===== src/include/lpm_pkg.sv =====
package lpm_pkg;

  // ************************************************************
  // sizes
  // ************************************************************
  localparam int EXT_LINES    = 16;
  localparam int EVT_LINES    = EXT_LINES + 3;
  localparam int CTRL_ADDR_W  = 4;
  localparam int DATA_W       = 32;

  // ************************************************************
  // register offsets (word index on the plain port)
  // ************************************************************
  localparam logic [CTRL_ADDR_W-1:0] OFS_CTRL     = 4'h0;
  localparam logic [CTRL_ADDR_W-1:0] OFS_WAKE_EN  = 4'h1;
  localparam logic [CTRL_ADDR_W-1:0] OFS_STATUS   = 4'h2;
  localparam logic [CTRL_ADDR_W-1:0] OFS_MON_FLAG = 4'h3;

  // ************************************************************
  // control register fields
  // ************************************************************
  localparam int CTRL_MODE_LO   = 0;  // 2 bits: target mode
  localparam int CTRL_LPREG     = 2;  // stop mode uses low-power regulator
  localparam int CTRL_MON_EN    = 3;  // supply monitor enable
  localparam int CTRL_ENTER     = 4;  // write 1: request mode entry
  localparam int MON_FALL_BIT   = 0;
  localparam int MON_RISE_BIT   = 1;

  localparam logic [1:0] TGT_SLEEP   = 2'h0;
  localparam logic [1:0] TGT_STOP    = 2'h1;
  localparam logic [1:0] TGT_STANDBY = 2'h2;

  localparam logic [EVT_LINES-1:0] WAKE_EN_RST = {EVT_LINES{1'b0}};

  // ************************************************************
  // timing
  // ************************************************************
  localparam int CLK_MHZ         = 250;
  localparam int RESTART_NS      = 100;
  localparam int RESTART_CYC     = (RESTART_NS * CLK_MHZ + 999) / 1000;
  localparam int RESTART_W       = $clog2(RESTART_CYC + 1);

  // ************************************************************
  // states and carriers
  // ************************************************************
  typedef enum logic [4:0] {
    ST_RUN     = 5'h01,
    ST_SLEEP   = 5'h02,
    ST_STOP    = 5'h04,
    ST_STANDBY = 5'h08,
    ST_RESTART = 5'h10
  } pm_state_t;

  typedef struct packed {
    logic cpuClkEn;
    logic pllEn;
    logic intHsRcOscEn;
    logic extHsCrystalOscEn;
    logic regulatorEn;
    logic lowPowerRegulatorMode;
    logic coreRetain;
    logic lowSpeedDomainEn;
  } power_ctl_t;

  typedef struct packed {
    logic extResetPin;
    logic indepWatchdogReset;
    logic wakeupPin;
    logic rtcAlarm;
  } standby_src_t;

endpackage : lpm_pkg


===== src/verilog/sync_two_ff.sv =====
`timescale 1ns/10ps
module sync_two_ff #(
  parameter int W = 1
) (
  input  wire logic         mclk,
  input  wire logic         rstn,
  input  wire logic [W-1:0] din,
  output logic      [W-1:0] dout
);

  // ************************************************************
  // state
  // ************************************************************
  typedef struct packed {
    logic [W-1:0] meta;
    logic [W-1:0] sync;
  } sync_state_t;

  sync_state_t state_r;
  sync_state_t state_nxt;

  always_comb begin
    state_nxt.meta = din;
    state_nxt.sync = state_r.meta;
  end

  always_ff @(posedge mclk or negedge rstn) begin
    if (!rstn) begin
      state_r <= '0;
    end else begin
      state_r <= state_nxt;
    end
  end

  assign dout = state_r.sync;

endmodule : sync_two_ff


===== src/verilog/low_power_mode_sequencer.sv =====
// Function
// - sleep stops only the processor clock
// - any enabled interrupt or event ends sleep
// - stop turns off PLL and fast oscillators
// - stop keeps main or low-power regulator per setting
// - stop retains SRAM and register contents
// - enabled event controller line ends stop
// - stop wakes: 16 lines, monitor, RTC, USB
// - standby turns off regulator, PLL, oscillators
// - standby loses core state, keeps backup domain
// - standby exits: reset pin, watchdog, wakeup edge, alarm
// - RTC, watchdog and their clocks keep running
// - regulator on after reset, off in standby
// - low supply holds whole system in reset
// - monitor interrupts on falling or rising crossing
// - backup domain survives resets and standby wake
//
// The address map and strobed register access were left to the implementer.
`timescale 1ns/10ps
module low_power_mode_sequencer #(
  parameter int RESTART_CYCLES = lpm_pkg::RESTART_CYC
) (
  input  wire logic                              mclk,
  input  wire logic                              rstn,
  // register port
  input  wire logic [lpm_pkg::CTRL_ADDR_W-1:0]   regAddr,
  input  wire logic [lpm_pkg::DATA_W-1:0]        regWdata,
  input  wire logic                              regWr,
  input  wire logic                              regRd,
  output logic      [lpm_pkg::DATA_W-1:0]        regRdata,
  // wake and interrupt sources
  input  wire logic                              irqPending,
  input  wire logic [lpm_pkg::EXT_LINES-1:0]     extLineEvt,
  input  wire logic                              rtcAlarm,
  input  wire logic                              usbDeviceWake,
  input  wire lpm_pkg::standby_src_t             standbySrc,
  // supply comparators (analog, asynchronous)
  input  wire logic                              supplyBelowResetThreshold,
  input  wire logic                              supplyBelowMonitorThreshold,
  // outputs
  output lpm_pkg::power_ctl_t                    powerCtl,
  output logic                                   systemResetN,
  output logic                                   monitorIrq,
  output logic                                   supplyVoltageMonitorOut,
  output lpm_pkg::pm_state_t                     pmState
);

  // ************************************************************
  // input synchronisers
  // ************************************************************
  localparam int NSYNC  = lpm_pkg::EXT_LINES + 8;
  localparam int DATA_W = lpm_pkg::DATA_W;
  localparam int CNT_W  = $clog2(RESTART_CYCLES + 1);

  logic [NSYNC-1:0] asyncIn;
  logic [NSYNC-1:0] syncIn;

  // pins and comparators are async; logic reads only the second flop
  assign asyncIn = {extLineEvt,
                    rtcAlarm,
                    usbDeviceWake,
                    standbySrc.extResetPin,
                    standbySrc.indepWatchdogReset,
                    standbySrc.wakeupPin,
                    standbySrc.rtcAlarm,
                    supplyBelowResetThreshold,
                    supplyBelowMonitorThreshold};

  sync_two_ff #(.W(NSYNC)) inSync (
    .mclk (mclk),
    .rstn (rstn),
    .din  (asyncIn),
    .dout (syncIn)
  );

  logic [lpm_pkg::EXT_LINES-1:0] extLineS;
  logic                          rtcAlarmS;
  logic                          usbWakeS;
  logic                          extResetPinS;
  logic                          watchdogRstS;
  logic                          wakeupPinS;
  logic                          sbyAlarmS;
  logic                          lowSupplyS;
  logic                          belowMonS;

  assign {extLineS,
          rtcAlarmS,
          usbWakeS,
          extResetPinS,
          watchdogRstS,
          wakeupPinS,
          sbyAlarmS,
          lowSupplyS,
          belowMonS} = syncIn;

  // ************************************************************
  // state
  // ************************************************************
  // local alias keeps the struct field self-contained
  typedef lpm_pkg::power_ctl_t power_ctl_local_t;

  typedef struct packed {
    lpm_pkg::pm_state_t                 mode;
    logic [1:0]                         target;
    logic                               lpReg;
    logic                               monEn;
    logic [lpm_pkg::EVT_LINES-1:0]      wakeEn;
    logic [1:0]                         monFlag;
    logic                               monPrev;
    logic                               monValid;
    logic                               wakePinPrev;
    logic [CNT_W-1:0]                   restartCnt;
    logic                               sysRstN;
    logic [lpm_pkg::DATA_W-1:0]         rdata;
    power_ctl_local_t                   pc;
  } seq_state_t;

  seq_state_t state_r;
  seq_state_t state_nxt;

  // ************************************************************
  // helpers
  // ************************************************************
  function automatic lpm_pkg::power_ctl_t ctl_for(input lpm_pkg::pm_state_t m, input logic lp);
    lpm_pkg::power_ctl_t c;
    c                       = '0;
    c.lowSpeedDomainEn      = 1'b1;
    c.regulatorEn           = 1'b1;
    c.coreRetain            = 1'b1;
    c.cpuClkEn              = 1'b1;
    c.pllEn                 = 1'b1;
    c.intHsRcOscEn          = 1'b1;
    c.extHsCrystalOscEn     = 1'b1;
    unique case (m)
      lpm_pkg::ST_RUN, lpm_pkg::ST_RESTART: begin
      end
      lpm_pkg::ST_SLEEP: begin
        c.cpuClkEn = 1'b0;
      end
      lpm_pkg::ST_STOP: begin
        c.cpuClkEn              = 1'b0;
        c.pllEn                 = 1'b0;
        c.intHsRcOscEn          = 1'b0;
        c.extHsCrystalOscEn     = 1'b0;
        c.lowPowerRegulatorMode = lp;
        c.coreRetain            = 1'b1;
      end
      lpm_pkg::ST_STANDBY: begin
        c.cpuClkEn          = 1'b0;
        c.pllEn             = 1'b0;
        c.intHsRcOscEn      = 1'b0;
        c.extHsCrystalOscEn = 1'b0;
        c.regulatorEn       = 1'b0;
        c.coreRetain        = 1'b0;
      end
      default: begin
      end
    endcase
    return c;
  endfunction : ctl_for

  logic [lpm_pkg::EVT_LINES-1:0] stopEvt;
  logic                          stopWake;
  logic                          sleepWake;
  logic                          standbyWake;
  logic                          wakePinRise;
  logic                          ctrlWr;
  logic                          wakeEnWr;
  logic                          monFlagWr;

  assign stopEvt     = {extLineS,
                        state_r.monFlag != 2'h0,
                        rtcAlarmS,
                        usbWakeS};
  assign stopWake    = |(stopEvt & state_r.wakeEn);
  // peripherals keep running in sleep, so their events end it too
  assign sleepWake   = irqPending | stopWake;

  // pin history resets low like the idle pin: no false edge
  assign wakePinRise = wakeupPinS & ~state_r.wakePinPrev;
  assign standbyWake = extResetPinS
                     | watchdogRstS
                     | wakePinRise
                     | sbyAlarmS;

  assign ctrlWr      = regWr && (regAddr == lpm_pkg::OFS_CTRL);
  assign wakeEnWr    = regWr && (regAddr == lpm_pkg::OFS_WAKE_EN);
  assign monFlagWr   = regWr && (regAddr == lpm_pkg::OFS_MON_FLAG);

  // ************************************************************
  // next state
  // ************************************************************
  always_comb begin
    state_nxt             = state_r;
    state_nxt.wakePinPrev = wakeupPinS;

    // register writes; target and regulator chosen before entry
    if (ctrlWr) begin
      state_nxt.target = regWdata[lpm_pkg::CTRL_MODE_LO +: 2];
      state_nxt.lpReg  = regWdata[lpm_pkg::CTRL_LPREG];
      state_nxt.monEn  = regWdata[lpm_pkg::CTRL_MON_EN];
    end
    if (wakeEnWr) begin
      state_nxt.wakeEn = regWdata[lpm_pkg::EVT_LINES-1:0];
    end
    // write one to clear; a fresh crossing below still wins
    if (monFlagWr) begin
      state_nxt.monFlag = state_r.monFlag & ~regWdata[1:0];
    end

    // supply monitor, silent until enabled
    state_nxt.monPrev  = belowMonS;
    state_nxt.monValid = state_r.monEn;
    if (state_r.monEn && state_r.monValid) begin
      if (belowMonS && !state_r.monPrev) begin
        state_nxt.monFlag[lpm_pkg::MON_FALL_BIT] = 1'b1;
      end
      if (!belowMonS && state_r.monPrev) begin
        state_nxt.monFlag[lpm_pkg::MON_RISE_BIT] = 1'b1;
      end
    end

    unique case (state_r.mode)
      lpm_pkg::ST_RUN: begin
        if (ctrlWr && regWdata[lpm_pkg::CTRL_ENTER]) begin
          unique case (regWdata[lpm_pkg::CTRL_MODE_LO +: 2])
            lpm_pkg::TGT_STOP: begin
              state_nxt.mode = lpm_pkg::ST_STOP;
            end
            lpm_pkg::TGT_STANDBY: begin
              state_nxt.mode = lpm_pkg::ST_STANDBY;
            end
            default: begin
              state_nxt.mode = lpm_pkg::ST_SLEEP;
            end
          endcase
        end
      end
      lpm_pkg::ST_SLEEP: begin
        if (sleepWake) begin
          state_nxt.mode = lpm_pkg::ST_RUN;
        end
      end
      lpm_pkg::ST_STOP: begin
        if (stopWake) begin
          state_nxt.mode = lpm_pkg::ST_RUN;
        end
      end
      lpm_pkg::ST_STANDBY: begin
        if (standbyWake) begin
          state_nxt.mode       = lpm_pkg::ST_RESTART;
          state_nxt.restartCnt = '0;
        end
      end
      lpm_pkg::ST_RESTART: begin
        if (32'(state_r.restartCnt) >= RESTART_CYCLES - 1) begin
          state_nxt.mode = lpm_pkg::ST_RUN;
        end else begin
          state_nxt.restartCnt = state_r.restartCnt + 1'b1;
        end
      end
      default: begin
        state_nxt.mode = lpm_pkg::ST_RUN;
      end
    endcase

    // supply below threshold overrides everything; the count restarts
    // each low cycle, so reset outlasts the dip by a full restart
    if (lowSupplyS) begin
      state_nxt.mode       = lpm_pkg::ST_RESTART;
      state_nxt.restartCnt = '0;
    end

    // core registers are lost in standby and any restart, power reset too;
    // the backup domain is outside this block
    if (state_nxt.mode == lpm_pkg::ST_STANDBY || state_nxt.mode == lpm_pkg::ST_RESTART) begin
      state_nxt.target  = lpm_pkg::TGT_SLEEP;
      state_nxt.lpReg   = 1'b0;
      state_nxt.monEn   = 1'b0;
      state_nxt.wakeEn  = lpm_pkg::WAKE_EN_RST;
      state_nxt.monFlag = 2'h0;
    end

    state_nxt.sysRstN = (state_nxt.mode != lpm_pkg::ST_RESTART) &&
                        (state_nxt.mode != lpm_pkg::ST_STANDBY);
    state_nxt.pc      = ctl_for(state_nxt.mode, state_nxt.lpReg);

    state_nxt.rdata = '0;
    if (regRd) begin
      unique case (regAddr)
        lpm_pkg::OFS_CTRL: begin
          state_nxt.rdata = DATA_W'({state_r.monEn, state_r.lpReg, state_r.target});
        end
        lpm_pkg::OFS_WAKE_EN: begin
          state_nxt.rdata = DATA_W'(state_r.wakeEn);
        end
        lpm_pkg::OFS_STATUS: begin
          state_nxt.rdata = DATA_W'({belowMonS, state_r.mode});
        end
        lpm_pkg::OFS_MON_FLAG: begin
          state_nxt.rdata = DATA_W'(state_r.monFlag);
        end
        default: begin
          state_nxt.rdata = '0;
        end
      endcase
    end
  end

  // ************************************************************
  // registers
  // ************************************************************
  always_ff @(posedge mclk or negedge rstn) begin
    if (!rstn) begin
      state_r            <= '0;
      state_r.mode       <= lpm_pkg::ST_RESTART;
      state_r.sysRstN    <= 1'b0;
      state_r.wakeEn     <= lpm_pkg::WAKE_EN_RST;
      state_r.pc         <= '{cpuClkEn:              1'b1,
                              pllEn:                 1'b1,
                              intHsRcOscEn:          1'b1,
                              extHsCrystalOscEn:     1'b1,
                              regulatorEn:           1'b1,
                              lowPowerRegulatorMode: 1'b0,
                              coreRetain:            1'b1,
                              lowSpeedDomainEn:      1'b1};
    end else begin
      state_r <= state_nxt;
    end
  end

  // ************************************************************
  // outputs
  // ************************************************************
  assign powerCtl                = state_r.pc;
  assign systemResetN            = state_r.sysRstN;
  // monitor pin mirrors the interrupt until software clears the flags
  assign monitorIrq              = |state_r.monFlag;
  assign supplyVoltageMonitorOut = |state_r.monFlag;
  assign pmState                 = state_r.mode;
  assign regRdata                = state_r.rdata;

endmodule : low_power_mode_sequencer


===== config.mk =====
export PLATFORM = sky130hd
export DESIGN_NAME = low_power_mode_sequencer
export DESIGN_NICKNAME = d
export VERILOG_FILES = /design/src/include/lpm_pkg.sv /design/src/verilog/sync_two_ff.sv /design/src/verilog/low_power_mode_sequencer.sv
export SDC_FILE = /design/constraint.sdc
export NUM_CORES = 1
export LEC_CHECK = 0
export BUFFER_PORTS_ARGS = -buffer_cell sky130_fd_sc_hd__buf_2
export CORE_AREA = 10 10 102 104
export CTS_BUF_LIST = sky130_fd_sc_hd__clkbuf_8
export DETAILED_ROUTE_END_ITERATION = 10
export DIE_AREA = 0 0 112 114
export GPL_ROUTABILITY_DRIVEN = 0
export GPL_TIMING_DRIVEN = 0
export HOLD_SLACK_MARGIN = 0.03
export PLACE_DENSITY_LB_ADDON = 0.25
export SLEW_MARGIN = 10
export SYNTH_ARGS = -nofsm -noshare
export SYNTH_HDL_FRONTEND = slang
export SYNTH_HIERARCHICAL = 1
export SYNTH_SLANG_ARGS = --single-unit

===== constraint.sdc =====
create_clock -name mclk -period 2.5 [get_ports mclk]
set_input_delay 0.25 -clock mclk [delete_from_list [all_inputs] [get_ports mclk]]
set_output_delay 0.25 -clock mclk [all_outputs]
set_load 0.02 [all_outputs]

==> summary.txt, run 1 <==
Die X-Extent: 112 um
total detailed-routing wirelength: 9.27 mm
max_cap viols: 0
Min-Delay Path Class: primary input to flip-flop
flip-flop cell with the highest count after synthesis: sky130_fd_sc_hd__dfrtp_1
IO Pins: 113
cell chosen for the clock root: sky130_fd_sc_hd__clkbuf_8
Worst Clk Skew: 16.7 ps
pin count of the biggest net entering global routing: 68
critical path fanouts, max: 10
DRC: 0
Post-synth EDFFs: 0
die outline height: 114 um
synthesized-area fraction occupied by adder cells: 1.11%
most frequent standard cell in the layout excluding fill and tap cells: sky130_fd_sc_hd__dfrtp_1
power density over cell area: 582 nW/um2
RSZ-0062 raised after global routing: no
number of nets with antenna violations after detailed routing: 0
fraction of the mapped netlist area in simple logic gates: 11.2%
final setup vio count: 0
post-synthesis sequential element count: 110
HPWL after detailed placement: 6.86 mm
vias per std cell: 4.99
Netlist cell types: 53
Final nets: 568
worst stage delay on the critical path: 520 ps
routed length per instance: 15.2 um
most frequent cells in the layout: sky130_fd_sc_hd__dfrtp_1 (106), sky130_fd_sc_hd__buf_2 (88), sky130_fd_sc_hd__buf_4 (46)
total global routing track utilization: 15.0%
headroom to the max-slew limit: 46.1%
number of input and output port buffers inserted: 83
status: finished clean
synthesis-to-layout area growth: 23.7%
overall die area: 12800 um2
Max Clk Rate: 423 MHz
actual slew at the worst max-slew pin: 808 ps
LEAKAGE: 2.88 nW
Antenna Diode Count: 0
initial antenna violation count: 1
crit path time final: 2360 ps
kind of cell adding the most delay to the critical path: simple AND/OR/NAND/NOR gates
# rows: 34
number of clock buffers inserted by TritonCTS: 9
via count of the first global-routing pass: 3251
DRC marker count from the first detailed-route iteration: 148
global-route wire length before repair: 15.8 mm
Clock Path Buffers: 2
async set-or-reset flop fraction in the synthesized netlist: 100%
total via count in the routed design: 3049
filler cell count: 653
Cell Area, Synth: 4510 um2
worst endpoint data arrival time: 2600 ps
pins over their slew limit: 0
required time of the critical path: 2740 ps
number of failing hold endpoints at the final stage: 0
proportion of synthesized chip area in sequential cells: 61.2%
Clock Sink Count: 110
Clock transition at path regs: 110 ps
Initial Utilization: 53.2%
area used by multi-input combinational logic: 1340 um2
slowest stage cell on the critical path: sky130_fd_sc_hd__dfrtp_1
number of post-CTS setup repair buffers: 0
kind of end point of the critical path: flip-flop
Core Area: 8470 um2
kind of launch point of the worst setup path: flip-flop
number of warning messages in the yosys log: 6
accumulated negative setup slack: 0 ps
fraction of the mapped netlist area in compound gates: 9.97%
TritonCTS clock tree: built
post-route design area: 5580 um2
DR pass1 iterations: 4
main combinational cell family by area after synthesis: simple AND/OR/NAND/NOR gates
final worst-path cycle share: 94.5%
number of levels in the clock H-tree: 3
buffers and inverters on the worst path: 1
WS Path Type: flip-flop to flip-flop
Peak supply drop: 0.433 mV
register area: 2760 um2
Post-DP Area: 5140 um2
per-instance average area after synthesis: 12.3 um2
mux share of post-synthesis cell area: 5.75%
synthesized instance count: 367
residual overflow from global routing: 0
share of the synthesized netlist area taken by xor and xnor gates: 0.389%
later-pin clock latency in the skew report: 370 ps
share of layout cells above drive strength 1: 34.6%
sequence of cells on the critical path: nor3_2, nand3_2, nand3_1, or3b_4, o21ai_4, buf_2, a21oi_1
## report_power, final
group          internal, W  switching (W)  leakage, nW
Clock             0.000376       0.000618       0.0862
Combinational     0.000157       0.000214         1.39
Sequential         0.00185      0.0000362         1.40
Total              0.00238       0.000869         2.88
## layout make-up
class / count / area share (%)
clock buffer: 9 / 2.22
buffer: 58 / 7.63
sequential: 110 / 49.5
timing repair buffer: 109 / 12.5
multi-input combinational: 202 / 24.0
inverter: 9 / 0.606
tap: 108 / 2.42
clock inverter: 6 / 1.08
## metal layers
metal / global-route usage [%] / vias to the layer above / part of all wire (%)
met2: 25.1 / 91 / 49
met4: 5.33 / 2 / 1.6
met3: 4.04 / 15 / 6.5
li1: - / 1467 / -
met1: 18.4 / 1474 / 43
met5: 0 / - / 0.22
## cells in the mapped netlist (2+ instances only)
cell type	n	area share (%)
sky130_fd_sc_hd__inv_1	9	0.75
sky130_fd_sc_hd__conb_1	2	0.17
sky130_fd_sc_hd__ha_1	4	1.1
sky130_fd_sc_hd__buf_2	6	0.67
sky130_fd_sc_hd__a31oi_1	2	0.28
sky130_fd_sc_hd__clkbuf_1	2	0.17
sky130_fd_sc_hd__a22o_1	4	0.78
sky130_fd_sc_hd__nor3_1	4	0.44
sky130_fd_sc_hd__nor3b_1	3	0.50
sky130_fd_sc_hd__and2_1	14	1.9
sky130_fd_sc_hd__xor2_1	2	0.39
sky130_fd_sc_hd__mux2i_1	21	4.7
sky130_fd_sc_hd__clkbuf_8	2	0.61
sky130_fd_sc_hd__and2_2	2	0.33
sky130_fd_sc_hd__dfrtp_1	106	59
sky130_fd_sc_hd__a22oi_1	4	0.67
sky130_fd_sc_hd__o21ai_0	10	1.1
sky130_fd_sc_hd__nor3b_2	2	0.56
sky130_fd_sc_hd__buf_4	46	7.7
sky130_fd_sc_hd__nor2b_1	4	0.56
sky130_fd_sc_hd__a221oi_1	3	0.58
sky130_fd_sc_hd__nor2_1	20	1.7
sky130_fd_sc_hd__a21oi_1	35	3.9
sky130_fd_sc_hd__and3_1	5	0.69
sky130_fd_sc_hd__nand2_1	14	1.2
sky130_fd_sc_hd__nand4_1	4	0.56
sky130_fd_sc_hd__a211oi_1	2	0.33
sky130_fd_sc_hd__nand3_1	7	0.78
sky130_fd_sc_hd__dfstp_2	4	2.3
## worst paths after layout
| path | from | to | slack (ps) | cells past startpoint |
|---|---|---|---|---|
| max | pmState[1]$_DFF_PN0_ | state_r[71]$_DFF_PN0_ | 140 | 7 |
| min | regRd | regRdata[1]$_DFF_PN0_ | 140 | 2 |
| max reg2reg | pmState[1]$_DFF_PN0_ | state_r[71]$_DFF_PN0_ | 140 | 7 |
| min reg2reg | inSync/state_nxt[23]$_DFF_PN0_ | inSync/dout[23]$_DFF_PN0_ | 350 | 0 |
| max in group asynchronous | rstn | powerCtl[1]$_DFF_PN1_ | 1490 | 3 |
| min in group asynchronous | rstn | inSync/state_nxt[1]$_DFF_PN0_ | 340 | 2 |
## cells by family (layout without fill, tap and decap cells)
family	Yosys count	in the layout
compound gates	71	71
xor+xnor	2	2
other cells	2	14
flops	110	110
fa+ha+maj	4	4
simple gates	88	88
mux	23	23
buf+inv	67	191
## worst reg2reg max path: stages (launching register included)
cell,delay (ps)
sky130_fd_sc_hd__dfrtp_1,520
sky130_fd_sc_hd__nor3_2,360
sky130_fd_sc_hd__nand3_2,170
sky130_fd_sc_hd__nand3_1,120
sky130_fd_sc_hd__or3b_4,410
sky130_fd_sc_hd__o21ai_4,260
sky130_fd_sc_hd__buf_2,300
sky130_fd_sc_hd__a21oi_1,110
## through the flow
stage,hold slack [ps],std cells,worst slack (ps),total power (W),util (%)
floorplan,-45.6,379,521,0.00211,-
global placement,332,570,69.2,0.00224,60.3
detailed placement,184,571,141,0.00226,60.7
CTS,142,611,129,0.00326,65.8
global route,155,611,19.5,0.00339,65.9
finish,143,611,138,0.00325,65.9
## flip-flops by register name, indices dropped and copies added (netlist names)
signal,flops
state_r,32
systemResetN,1
inSync/dout,24
powerCtl,4
pmState,5
inSync/state_nxt,24
regRdata,19
state_nxt,1
## repair_timing
item | 4_1_cts | 5_1_grt
resized for setup | 0 | 1
hold buffers | 25 | 0
endpoints found under the setup margin | 0 | 17
hold endpoints to repair | 67 | 0
(Power assumes the default switching activity.)
==> run 2: changes to the inputs <==
--- a/config.mk
+++ b/config.mk
@@ -5,11 +5,12 @@
 export SDC_FILE = /design/constraint.sdc
 export NUM_CORES = 1
 export LEC_CHECK = 0
+export ABC_AREA = 1
 export BUFFER_PORTS_ARGS = -buffer_cell sky130_fd_sc_hd__buf_2
-export CORE_AREA = 10 10 102 104
+export CORE_AREA = 10 10 104 106
 export CTS_BUF_LIST = sky130_fd_sc_hd__clkbuf_8
 export DETAILED_ROUTE_END_ITERATION = 10
-export DIE_AREA = 0 0 112 114
+export DIE_AREA = 0 0 114 116
 export GPL_ROUTABILITY_DRIVEN = 0
 export GPL_TIMING_DRIVEN = 0
 export HOLD_SLACK_MARGIN = 0.03
==> constraint.sdc (replaced) <==
create_clock -name mclk -period 2.6 [get_ports mclk]
set_input_delay 0.26 -clock mclk [delete_from_list [all_inputs] [get_ports mclk]]
set_output_delay 0.26 -clock mclk [all_outputs]
set_load 0.02 [all_outputs]
==> run 2 against run 1 <==
Effect of this change:
- die area up 3.6%
- worst setup slack better by 250 ps
- clock power down 5.6%
==> summary.txt, run 2 <==
DRC: 0 (unchanged)
overall die area: 13200 um2 (was 12800 um2)
crit path time final: 2220 ps (was 2360 ps)
start point of the worst min-delay path: regRd (unchanged)
synthesized instance count: 473 (was 367)
total global routing track utilization: 15.9% (was 15.0%)
IO Pins: 113 (unchanged)
most frequent standard cell in the layout excluding fill and tap cells: sky130_fd_sc_hd__dfrtp_1 (unchanged)
async set-or-reset flop fraction in the synthesized netlist: 100% (unchanged)
LEAKAGE: 3.05 nW (was 2.88 nW)
later-pin clock latency in the skew report: 350 ps (was 370 ps)
worst flop-to-flop path startpoint: state_r[56]$_DFFE_PN0P_ (was pmState[1]$_DFF_PN0_)
Antenna Diode Count: 0 (unchanged)
number of flip-flops under the largest register name: 32 (unchanged)
WS Path Type: flip-flop to flip-flop (unchanged)
number of nets with antenna violations after detailed routing: 0 (unchanged)
accumulated negative setup slack: 0 ps (unchanged)
final worst-path cycle share: 85.3% (was 94.5%)
worst hold slack: 138 ps (was 143 ps)
Internal: 0.00231 W (was 0.00238 W)
proportion of power drawn by the clock network: 30.3% (was 30.6%)
Netlist cell types: 36 (was 53)
Peak supply drop: 0.428 mV (was 0.433 mV)
largest register by flop count: state_r (unchanged)
capturing point of the worst reg2reg path: state_r[49]$_DFF_PN0_ (was state_r[71]$_DFF_PN0_)
Core Area: 8680 um2 (was 8470 um2)
# rows: 34 (unchanged)
Clock Path Buffers: 2 (unchanged)
quantity of gates resized following cts: 0 (unchanged)
Die X-Extent: 114 um (was 112 um)
Worst Clk Skew: 13.1 ps (was 16.7 ps)
total detailed-routing wirelength: 10.2 mm (was 9.27 mm)
RSZ-0062 raised after global routing: no (unchanged)
area used by multi-input combinational logic: 1330 um2 (was 1340 um2)
die outline height: 116 um (was 114 um)
via count of the first global-routing pass: 3664 (was 3251)
Max Clk Rate: 451 MHz (was 423 MHz)
Initial Utilization: 53.8% (was 53.2%)
vias per std cell: 4.86 (was 4.99)
Sequential Power Share: 58.2% (was 57.9%)
Worst setup endpoint: state_r[49]$_DFF_PN0_ (was state_r[71]$_DFF_PN0_)
cell with the most instances after synthesis: sky130_fd_sc_hd__dfrtp_1 (unchanged)
synthesis-to-layout area growth: 22.9% (was 23.7%)
per-instance average area after synthesis: 9.88 um2 (was 12.3 um2)
worst endpoint data arrival time: 2460 ps (was 2600 ps)
final setup vio count: 0 (unchanged)
post-route design area: 5740 um2 (was 5580 um2)
number of input and output port buffers inserted: 85 (was 83)
flip-flop cell with the highest count after synthesis: sky130_fd_sc_hd__dfrtp_1 (unchanged)
most frequent cells in the layout: sky130_fd_sc_hd__dfrtp_1 (106), sky130_fd_sc_hd__nand2_1 (89), sky130_fd_sc_hd__buf_2 (87) (was sky130_fd_sc_hd__dfrtp_1 (106), sky130_fd_sc_hd__buf_2 (88), sky130_fd_sc_hd__buf_4 (46))
status: finished clean (unchanged)
total via count in the routed design: 3500 (was 3049)
cell chosen for the clock root: sky130_fd_sc_hd__clkbuf_8 (unchanged)
number of warning messages in the yosys log: 6 (unchanged)
Post-DP Area: 5310 um2 (was 5140 um2)
post-synth top area cell: sky130_fd_sc_hd__dfrtp_1 (unchanged)
kind of end point of the critical path: flip-flop (unchanged)
Cell Area, Synth: 4670 um2 (was 4510 um2)
post-synthesis sequential element count: 110 (unchanged)
Min-Delay Path Class: primary input to flip-flop (unchanged)
DR pass1 iterations: 5 (was 4)
kind of launch point of the worst setup path: flip-flop (unchanged)
Critical Path Source: state_r[56]$_DFFE_PN0P_ (was pmState[1]$_DFF_PN0_)
share of layout cells above drive strength 1: 30.1% (was 34.6%)
headroom to the max-slew limit: 56.1% (was 46.1%)
fraction of power spent switching nets: 25.4% (was 26.8%)
total net switching power: 0.000787 W (was 0.000869 W)
max_cap viols: 0 (unchanged)
required time of the critical path: 2840 ps (was 2740 ps)
top cells by instance count after synthesis: sky130_fd_sc_hd__dfrtp_1 (106), sky130_fd_sc_hd__nand2_1 (89), sky130_fd_sc_hd__inv_1 (54), sky130_fd_sc_hd__buf_4 (46), sky130_fd_sc_hd__nor2_1 (30) (was sky130_fd_sc_hd__dfrtp_1 (106), sky130_fd_sc_hd__buf_4 (46), sky130_fd_sc_hd__a21oi_1 (35), sky130_fd_sc_hd__mux2i_1 (21), sky130_fd_sc_hd__nor2_1 (20))
R2R setup slack: 380 ps (was 140 ps)
number of failing hold endpoints at the final stage: 0 (unchanged)
top cell type's share of synthesized area: 56.8% (was 58.9%)
residual overflow from global routing: 0 (unchanged)
routed length per instance: 14.1 um (was 15.2 um)
DRC marker count from the first detailed-route iteration: 208 (was 148)
actual slew at the worst max-slew pin: 659 ps (was 808 ps)
initial antenna violation count: 0 (was 1)
Post-synth EDFFs: 0 (unchanged)
pin count of the biggest net entering global routing: 58 (was 68)
number of levels in the clock H-tree: 3 (unchanged)
r2r worst-path depth: 13 (was 7)
Comb power frac: 11.5% (was 11.4%)
TritonCTS clock tree: built (unchanged)
critical path fanouts, max: 10 (unchanged)
number of clock buffers inserted by TritonCTS: 9 (unchanged)
power density over cell area: 539 nW/um2 (was 582 nW/um2)
Clock transition at path regs: 100 ps (was 110 ps)
HPWL after detailed placement: 7.70 mm (was 6.86 mm)
cells taking the most area after synthesis: sky130_fd_sc_hd__dfrtp_1 (57%), sky130_fd_sc_hd__buf_4 (7.4%), sky130_fd_sc_hd__nand2_1 (7.2%) (was sky130_fd_sc_hd__dfrtp_1 (59%), sky130_fd_sc_hd__buf_4 (7.7%), sky130_fd_sc_hd__mux2i_1 (4.7%))
Clock Sink Count: 110 (unchanged)
filler cell count: 738 (was 653)
global-route wire length before repair: 17.1 mm (was 15.8 mm)
register area: 2760 um2 (unchanged)
proportion of synthesized chip area in sequential cells: 59.0% (was 61.2%)
pins over their slew limit: 0 (unchanged)
Final nets: 676 (was 568)
run 2: area by class of cell:
| cell class | count | share of cell area [%] |
|---|---|---|
| buffer | 55 | 7.08 |
| timing repair buffer | 111 | 12.3 |
| multi-input combinational | 261 | 23.2 |
| clock buffer | 11 | 2.64 |
| inverter | 59 | 3.86 |
| sequential | 110 | 48.0 |
| tap | 108 | 2.35 |
| clock inverter | 5 | 0.545 |
run 2: cell families (layout without fill, tap and decap cells):
family,after synthesis,count (layout),synth area share [%]
flops,110,110,59.0
buf+inv,114,241,13.4
fa+ha+maj,4,4,1.07
compound gates,47,47,5.57
xor+xnor,1,1,0.188
simple gates,195,195,20.5
other cells,2,14,0.161
run 2: critical path, stage by stage (launching register included):
cell and delay (ps):
sky130_fd_sc_hd__dfrtp_1 440, sky130_fd_sc_hd__nand2_1 90, sky130_fd_sc_hd__nand2_1 50, sky130_fd_sc_hd__nor2_1 90, sky130_fd_sc_hd__nand2_1 60, sky130_fd_sc_hd__nor2_1 330, sky130_fd_sc_hd__nand3_1 190, sky130_fd_sc_hd__a21oi_1 160
sky130_fd_sc_hd__nand2_1 80, sky130_fd_sc_hd__nand2_1 120, sky130_fd_sc_hd__nand3_4 140, sky130_fd_sc_hd__nand2_4 170, sky130_fd_sc_hd__buf_12 160, sky130_fd_sc_hd__nor2_2 30
run 2: how the worst min path moves through the flow:
stage	end	slack (ps)	depth (start not counted)
detailed placement	inSync/dout[2]$_DFF_PN0_	330	0
global placement	inSync/dout[5]$_DFF_PN0_	330	0
finish	regRdata[2]$_DFF_PN0_	140	3
floorplan	inSync/dout[0]$_DFF_PN0_	-40	0
CTS	regRdata[2]$_DFF_PN0_	130	3
global route	regRdata[3]$_DFF_PN0_	170	3
run 2: timing repair:
item | 4_1_cts | 5_1_grt
buffers inserted | 0 | 0
hold buffers | 25 | 0
hold endpoints to repair | 74 | 0
run 2: per-stage QoR:
step / setup slack [ps] / util [%] / power (W) / std cells
after CTS: 382 / 66.1 / 0.00312 / 720
after global routing: 233 / 66.1 / 0.00324 / 720
after floorplan: 759 / - / 0.00202 / 485
after global placement: 187 / 60.8 / 0.00214 / 678
final: 383 / 66.1 / 0.00310 / 720
after detailed placement: 390 / 61.2 / 0.00216 / 679
run 2: metal layers:
layer  routed length, um  global-route usage (%)
met2                4620                    25.0
met5                   0                       0
met1                4350                    20.6
met3                 862                    3.93
met4                 321                    7.10
run 2: power groups by stage:
stage               clock, W  sequential [W]  combinational [W]
floorplan                  0         0.00183           0.000192
global placement           0         0.00183           0.000308
detailed placement         0         0.00184           0.000324
CTS                 0.000961         0.00180           0.000353
global route         0.00104         0.00181           0.000394
finish              0.000938         0.00180           0.000355
==> run 3: changes to the inputs <==
--- a/config.mk
+++ b/config.mk
@@ -7,10 +7,10 @@
 export LEC_CHECK = 0
 export ABC_AREA = 1
 export BUFFER_PORTS_ARGS = -buffer_cell sky130_fd_sc_hd__buf_2
-export CORE_AREA = 10 10 104 106
+export CORE_AREA = 3 3 97 99
 export CTS_BUF_LIST = sky130_fd_sc_hd__clkbuf_8
 export DETAILED_ROUTE_END_ITERATION = 10
-export DIE_AREA = 0 0 114 116
+export DIE_AREA = 0 0 100 102
 export GPL_ROUTABILITY_DRIVEN = 0
 export GPL_TIMING_DRIVEN = 0
 export HOLD_SLACK_MARGIN = 0.03
==> run 3 against run 2 <==
Effect of this change:
- global-route usage increased by 3.2 points
- clock power up 17%
- clock-buffer cell count shrank 2
- register-to-register slack barely moved
- critical path type unchanged
- core utilization grew 0.80 points
- first-iteration DRC count up 55%
- worst hold slack improved by 19 ps
- maximum frequency shrank 0.56%
- via count shrank 0.37%
- cell count stayed put
- critical path depth did not move
==> summary.txt, run 3 (same netlist as run 2, synthesis figures left out) <==
largest register by flop count: state_r (unchanged)
total net switching power: 0.000803 W (was 0.000787 W)
# rows: 34 (unchanged)
Sequential Power Share: 55.3% (was 58.2%)
accumulated negative setup slack: 0 ps (unchanged)
most frequent cells in the layout: sky130_fd_sc_hd__dfrtp_1 (106), sky130_fd_sc_hd__nand2_1 (89), sky130_fd_sc_hd__buf_2 (87) (unchanged)
LEAKAGE: 3.07 nW (was 3.05 nW)
WL met3: 672 um (was 862 um)
number of failing hold endpoints at the final stage: 0 (unchanged)
quantity of hold-fixing buffers added after cts: 25 (unchanged)
DR top layer: met4 (unchanged)
Worst Clk Skew: 10.4 ps (was 13.1 ps)
critical path fanouts, max: 10 (unchanged)
sequence of cells on the critical path: nand2_1, nand2_1, nor2_1, nand2_1, nor2_1, nand3_1, a21oi_1, nand2_1, nand2_1, nand3_4, nand2_4, buf_12, nor2_2 (unchanged)
TritonCTS clock tree: built (unchanged)
pins over their slew limit: 0 (unchanged)
global-route wire length before repair: 15.1 mm (was 17.1 mm)
later-pin clock latency in the skew report: 350 ps (about the same)
kind of end point of the critical path: flip-flop (unchanged)
number of post-CTS setup repair buffers: 0 (unchanged)
number of clock buffers inserted by TritonCTS: 9 (unchanged)
most frequent CP cell: sky130_fd_sc_hd__nand2_1 (unchanged)
worst stage delay on the critical path: 430 ps (was 440 ps)
die outline height: 102 um (was 116 um)
initial antenna violation count: 0 (unchanged)
WS Path Type: flip-flop to flip-flop (unchanged)
pin count of the biggest net entering global routing: 61 (was 58)
cell chosen for the clock root: sky130_fd_sc_hd__clkbuf_8 (unchanged)
register area: 2760 um2 (unchanged)
number of nets with antenna violations after detailed routing: 0 (unchanged)
max_cap viols: 0 (unchanged)
Peak supply drop: 0.399 mV (was 0.428 mV)
met2 layer wire length in the routed design: 4.52 mm (was 4.62 mm)
overall die area: 10200 um2 (was 13200 um2)
power density over cell area: 564 nW/um2 (was 539 nW/um2)
vias per std cell: 4.84 (was 4.86)
worst endpoint data arrival time: 2480 ps (was 2460 ps)
Clock transition at path regs: 100 ps (about the same)
share of layout cells above drive strength 1: 29.9% (was 30.1%)
Total Power Consumption: 0.00326 W (was 0.00310 W)
number of levels in the clock H-tree: 3 (unchanged)
total detailed-routing wirelength: 9.50 mm (was 10.2 mm)
Die X-Extent: 100 um (was 114 um)
Internal: 0.00246 W (was 0.00231 W)
synthesis-to-layout area growth: 23.8% (was 22.9%)
Max Clk Rate: 449 MHz (was 451 MHz)
Clock Path Buffers: 2 (unchanged)
total via count in the routed design: 3487 (was 3500)
number of input and output port buffers inserted: 85 (unchanged)
status: finished clean (unchanged)
required time of the critical path: 2850 ps (was 2840 ps)
number of flip-flops under the largest register name: 32 (unchanged)
final worst-path cycle share: 85.7% (was 85.3%)
Min-Delay Path Class: primary input to flip-flop (unchanged)
crit path time final: 2230 ps (was 2220 ps)
quantity of gates resized following cts: 0 (unchanged)
Final nets: 676 (unchanged)
routed length per instance: 13.2 um (was 14.1 um)
final setup vio count: 0 (unchanged)
area used by multi-input combinational logic: 1330 um2 (unchanged)
filler cell count: 704 (was 738)
Comb power frac: 11.0% (was 11.5%)
most frequent standard cell in the layout excluding fill and tap cells: sky130_fd_sc_hd__dfrtp_1 (unchanged)
via count of the first global-routing pass: 3263 (was 3664)
total global routing track utilization: 19.1% (was 15.9%)
IO Pins: 113 (unchanged)
kind of launch point of the worst setup path: flip-flop (unchanged)
DR pass1 iterations: 6 (was 5)
residual overflow from global routing: 0 (unchanged)
Clock Sink Count: 110 (unchanged)
RSZ-0062 raised after global routing: no (unchanged)
Antenna Diode Count: 0 (unchanged)
DRC: 0 (unchanged)
fraction of power spent switching nets: 24.6% (was 25.4%)
Core Area: 8640 um2 (was 8680 um2)
Initial Utilization: 54.1% (was 53.8%)
HPWL after detailed placement: 7.00 mm (was 7.70 mm)
proportion of power drawn by the clock network: 33.7% (was 30.3%)
slowest stage cell on the critical path: sky130_fd_sc_hd__dfrtp_1 (unchanged)
routed length on met1: 4.04 mm (was 4.35 mm)
DRC marker count from the first detailed-route iteration: 322 (was 208)
## run 3: cell count changes in the layout (fill, tap and decap cells not counted), sizes merged
cell / change
bufinv: +2
clkbuf: -2
clkinv: -2
inv: +2
## run 3: final cells by class
type                    count  area share (%)
repair buffers            111            12.3
well taps                 108            2.34
inverters                  59            3.83
clock buffers               9            2.14
plain buffers              55            7.03
clock inverters             7            1.67
multi-input cells         261            23.0
flip-flops and latches    110            47.7
## run 3: power groups by stage
| stage | logic (W) | clock network (W) | registers [W] |
|---|---|---|---|
| after floorplan | 0.000192 | 0 | 0.00183 |
| after global placement | 0.000308 | 0 | 0.00183 |
| after detailed placement | 0.000325 | 0 | 0.00184 |
| after CTS | 0.000360 | 0.00112 | 0.00180 |
| after global routing | 0.000399 | 0.00120 | 0.00181 |
| final | 0.000359 | 0.00110 | 0.00180 |
## run 3: per-layer routing
metal,up-vias,track usage [%]
met1,1594,26.0
met5,-,0
met2,153,30.4
met4,0,8.50
met3,26,3.41
li1,1714,-
## run 3: final timing paths
check                                              start                        to  slack [ps]  depth (start not counted)
max                              state_r[52]$_DFFE_PN0P_   state_r[64]$_DFFE_PN0P_         370                         13
min                                          regWdata[5]   state_r[56]$_DFFE_PN0P_         160                          3
max reg2reg                      state_r[52]$_DFFE_PN0P_   state_r[64]$_DFFE_PN0P_         370                         13
min reg2reg                inSync/state_nxt[4]$_DFF_PN0_  inSync/dout[4]$_DFF_PN0_         350                          0
max in group asynchronous                           rstn      pmState[4]$_DFF_PN1_        1550                          3
min in group asynchronous                           rstn      pmState[3]$_DFF_PN0_         400                          2
## run 3: through the flow
step / setup WS [ps] / instance area, um2 / cells / utilization (%) / hold WS, ps
3_3_place_gp: 173 / 5280 / 678 / 61.1 / 332
3_5_place_dp: 385 / 5310 / 679 / 61.5 / 222
6_report: 371 / 5780 / 720 / 67.0 / 157
4_1_cts: 382 / 5780 / 720 / 67.0 / 139
5_1_grt: 191 / 5780 / 720 / 67.0 / 136
2_1_floorplan: 759 / 4720 / 485 / - / -35.6
## run 3: worst max-delay path: cells and delay by family (launching register included)
family                 cells  cell delay (ps)
and+or+nand+nor           11             1360
buffers and inverters      1              160
DFF                        1              430
AOI/OAI and AO/OA          1              190
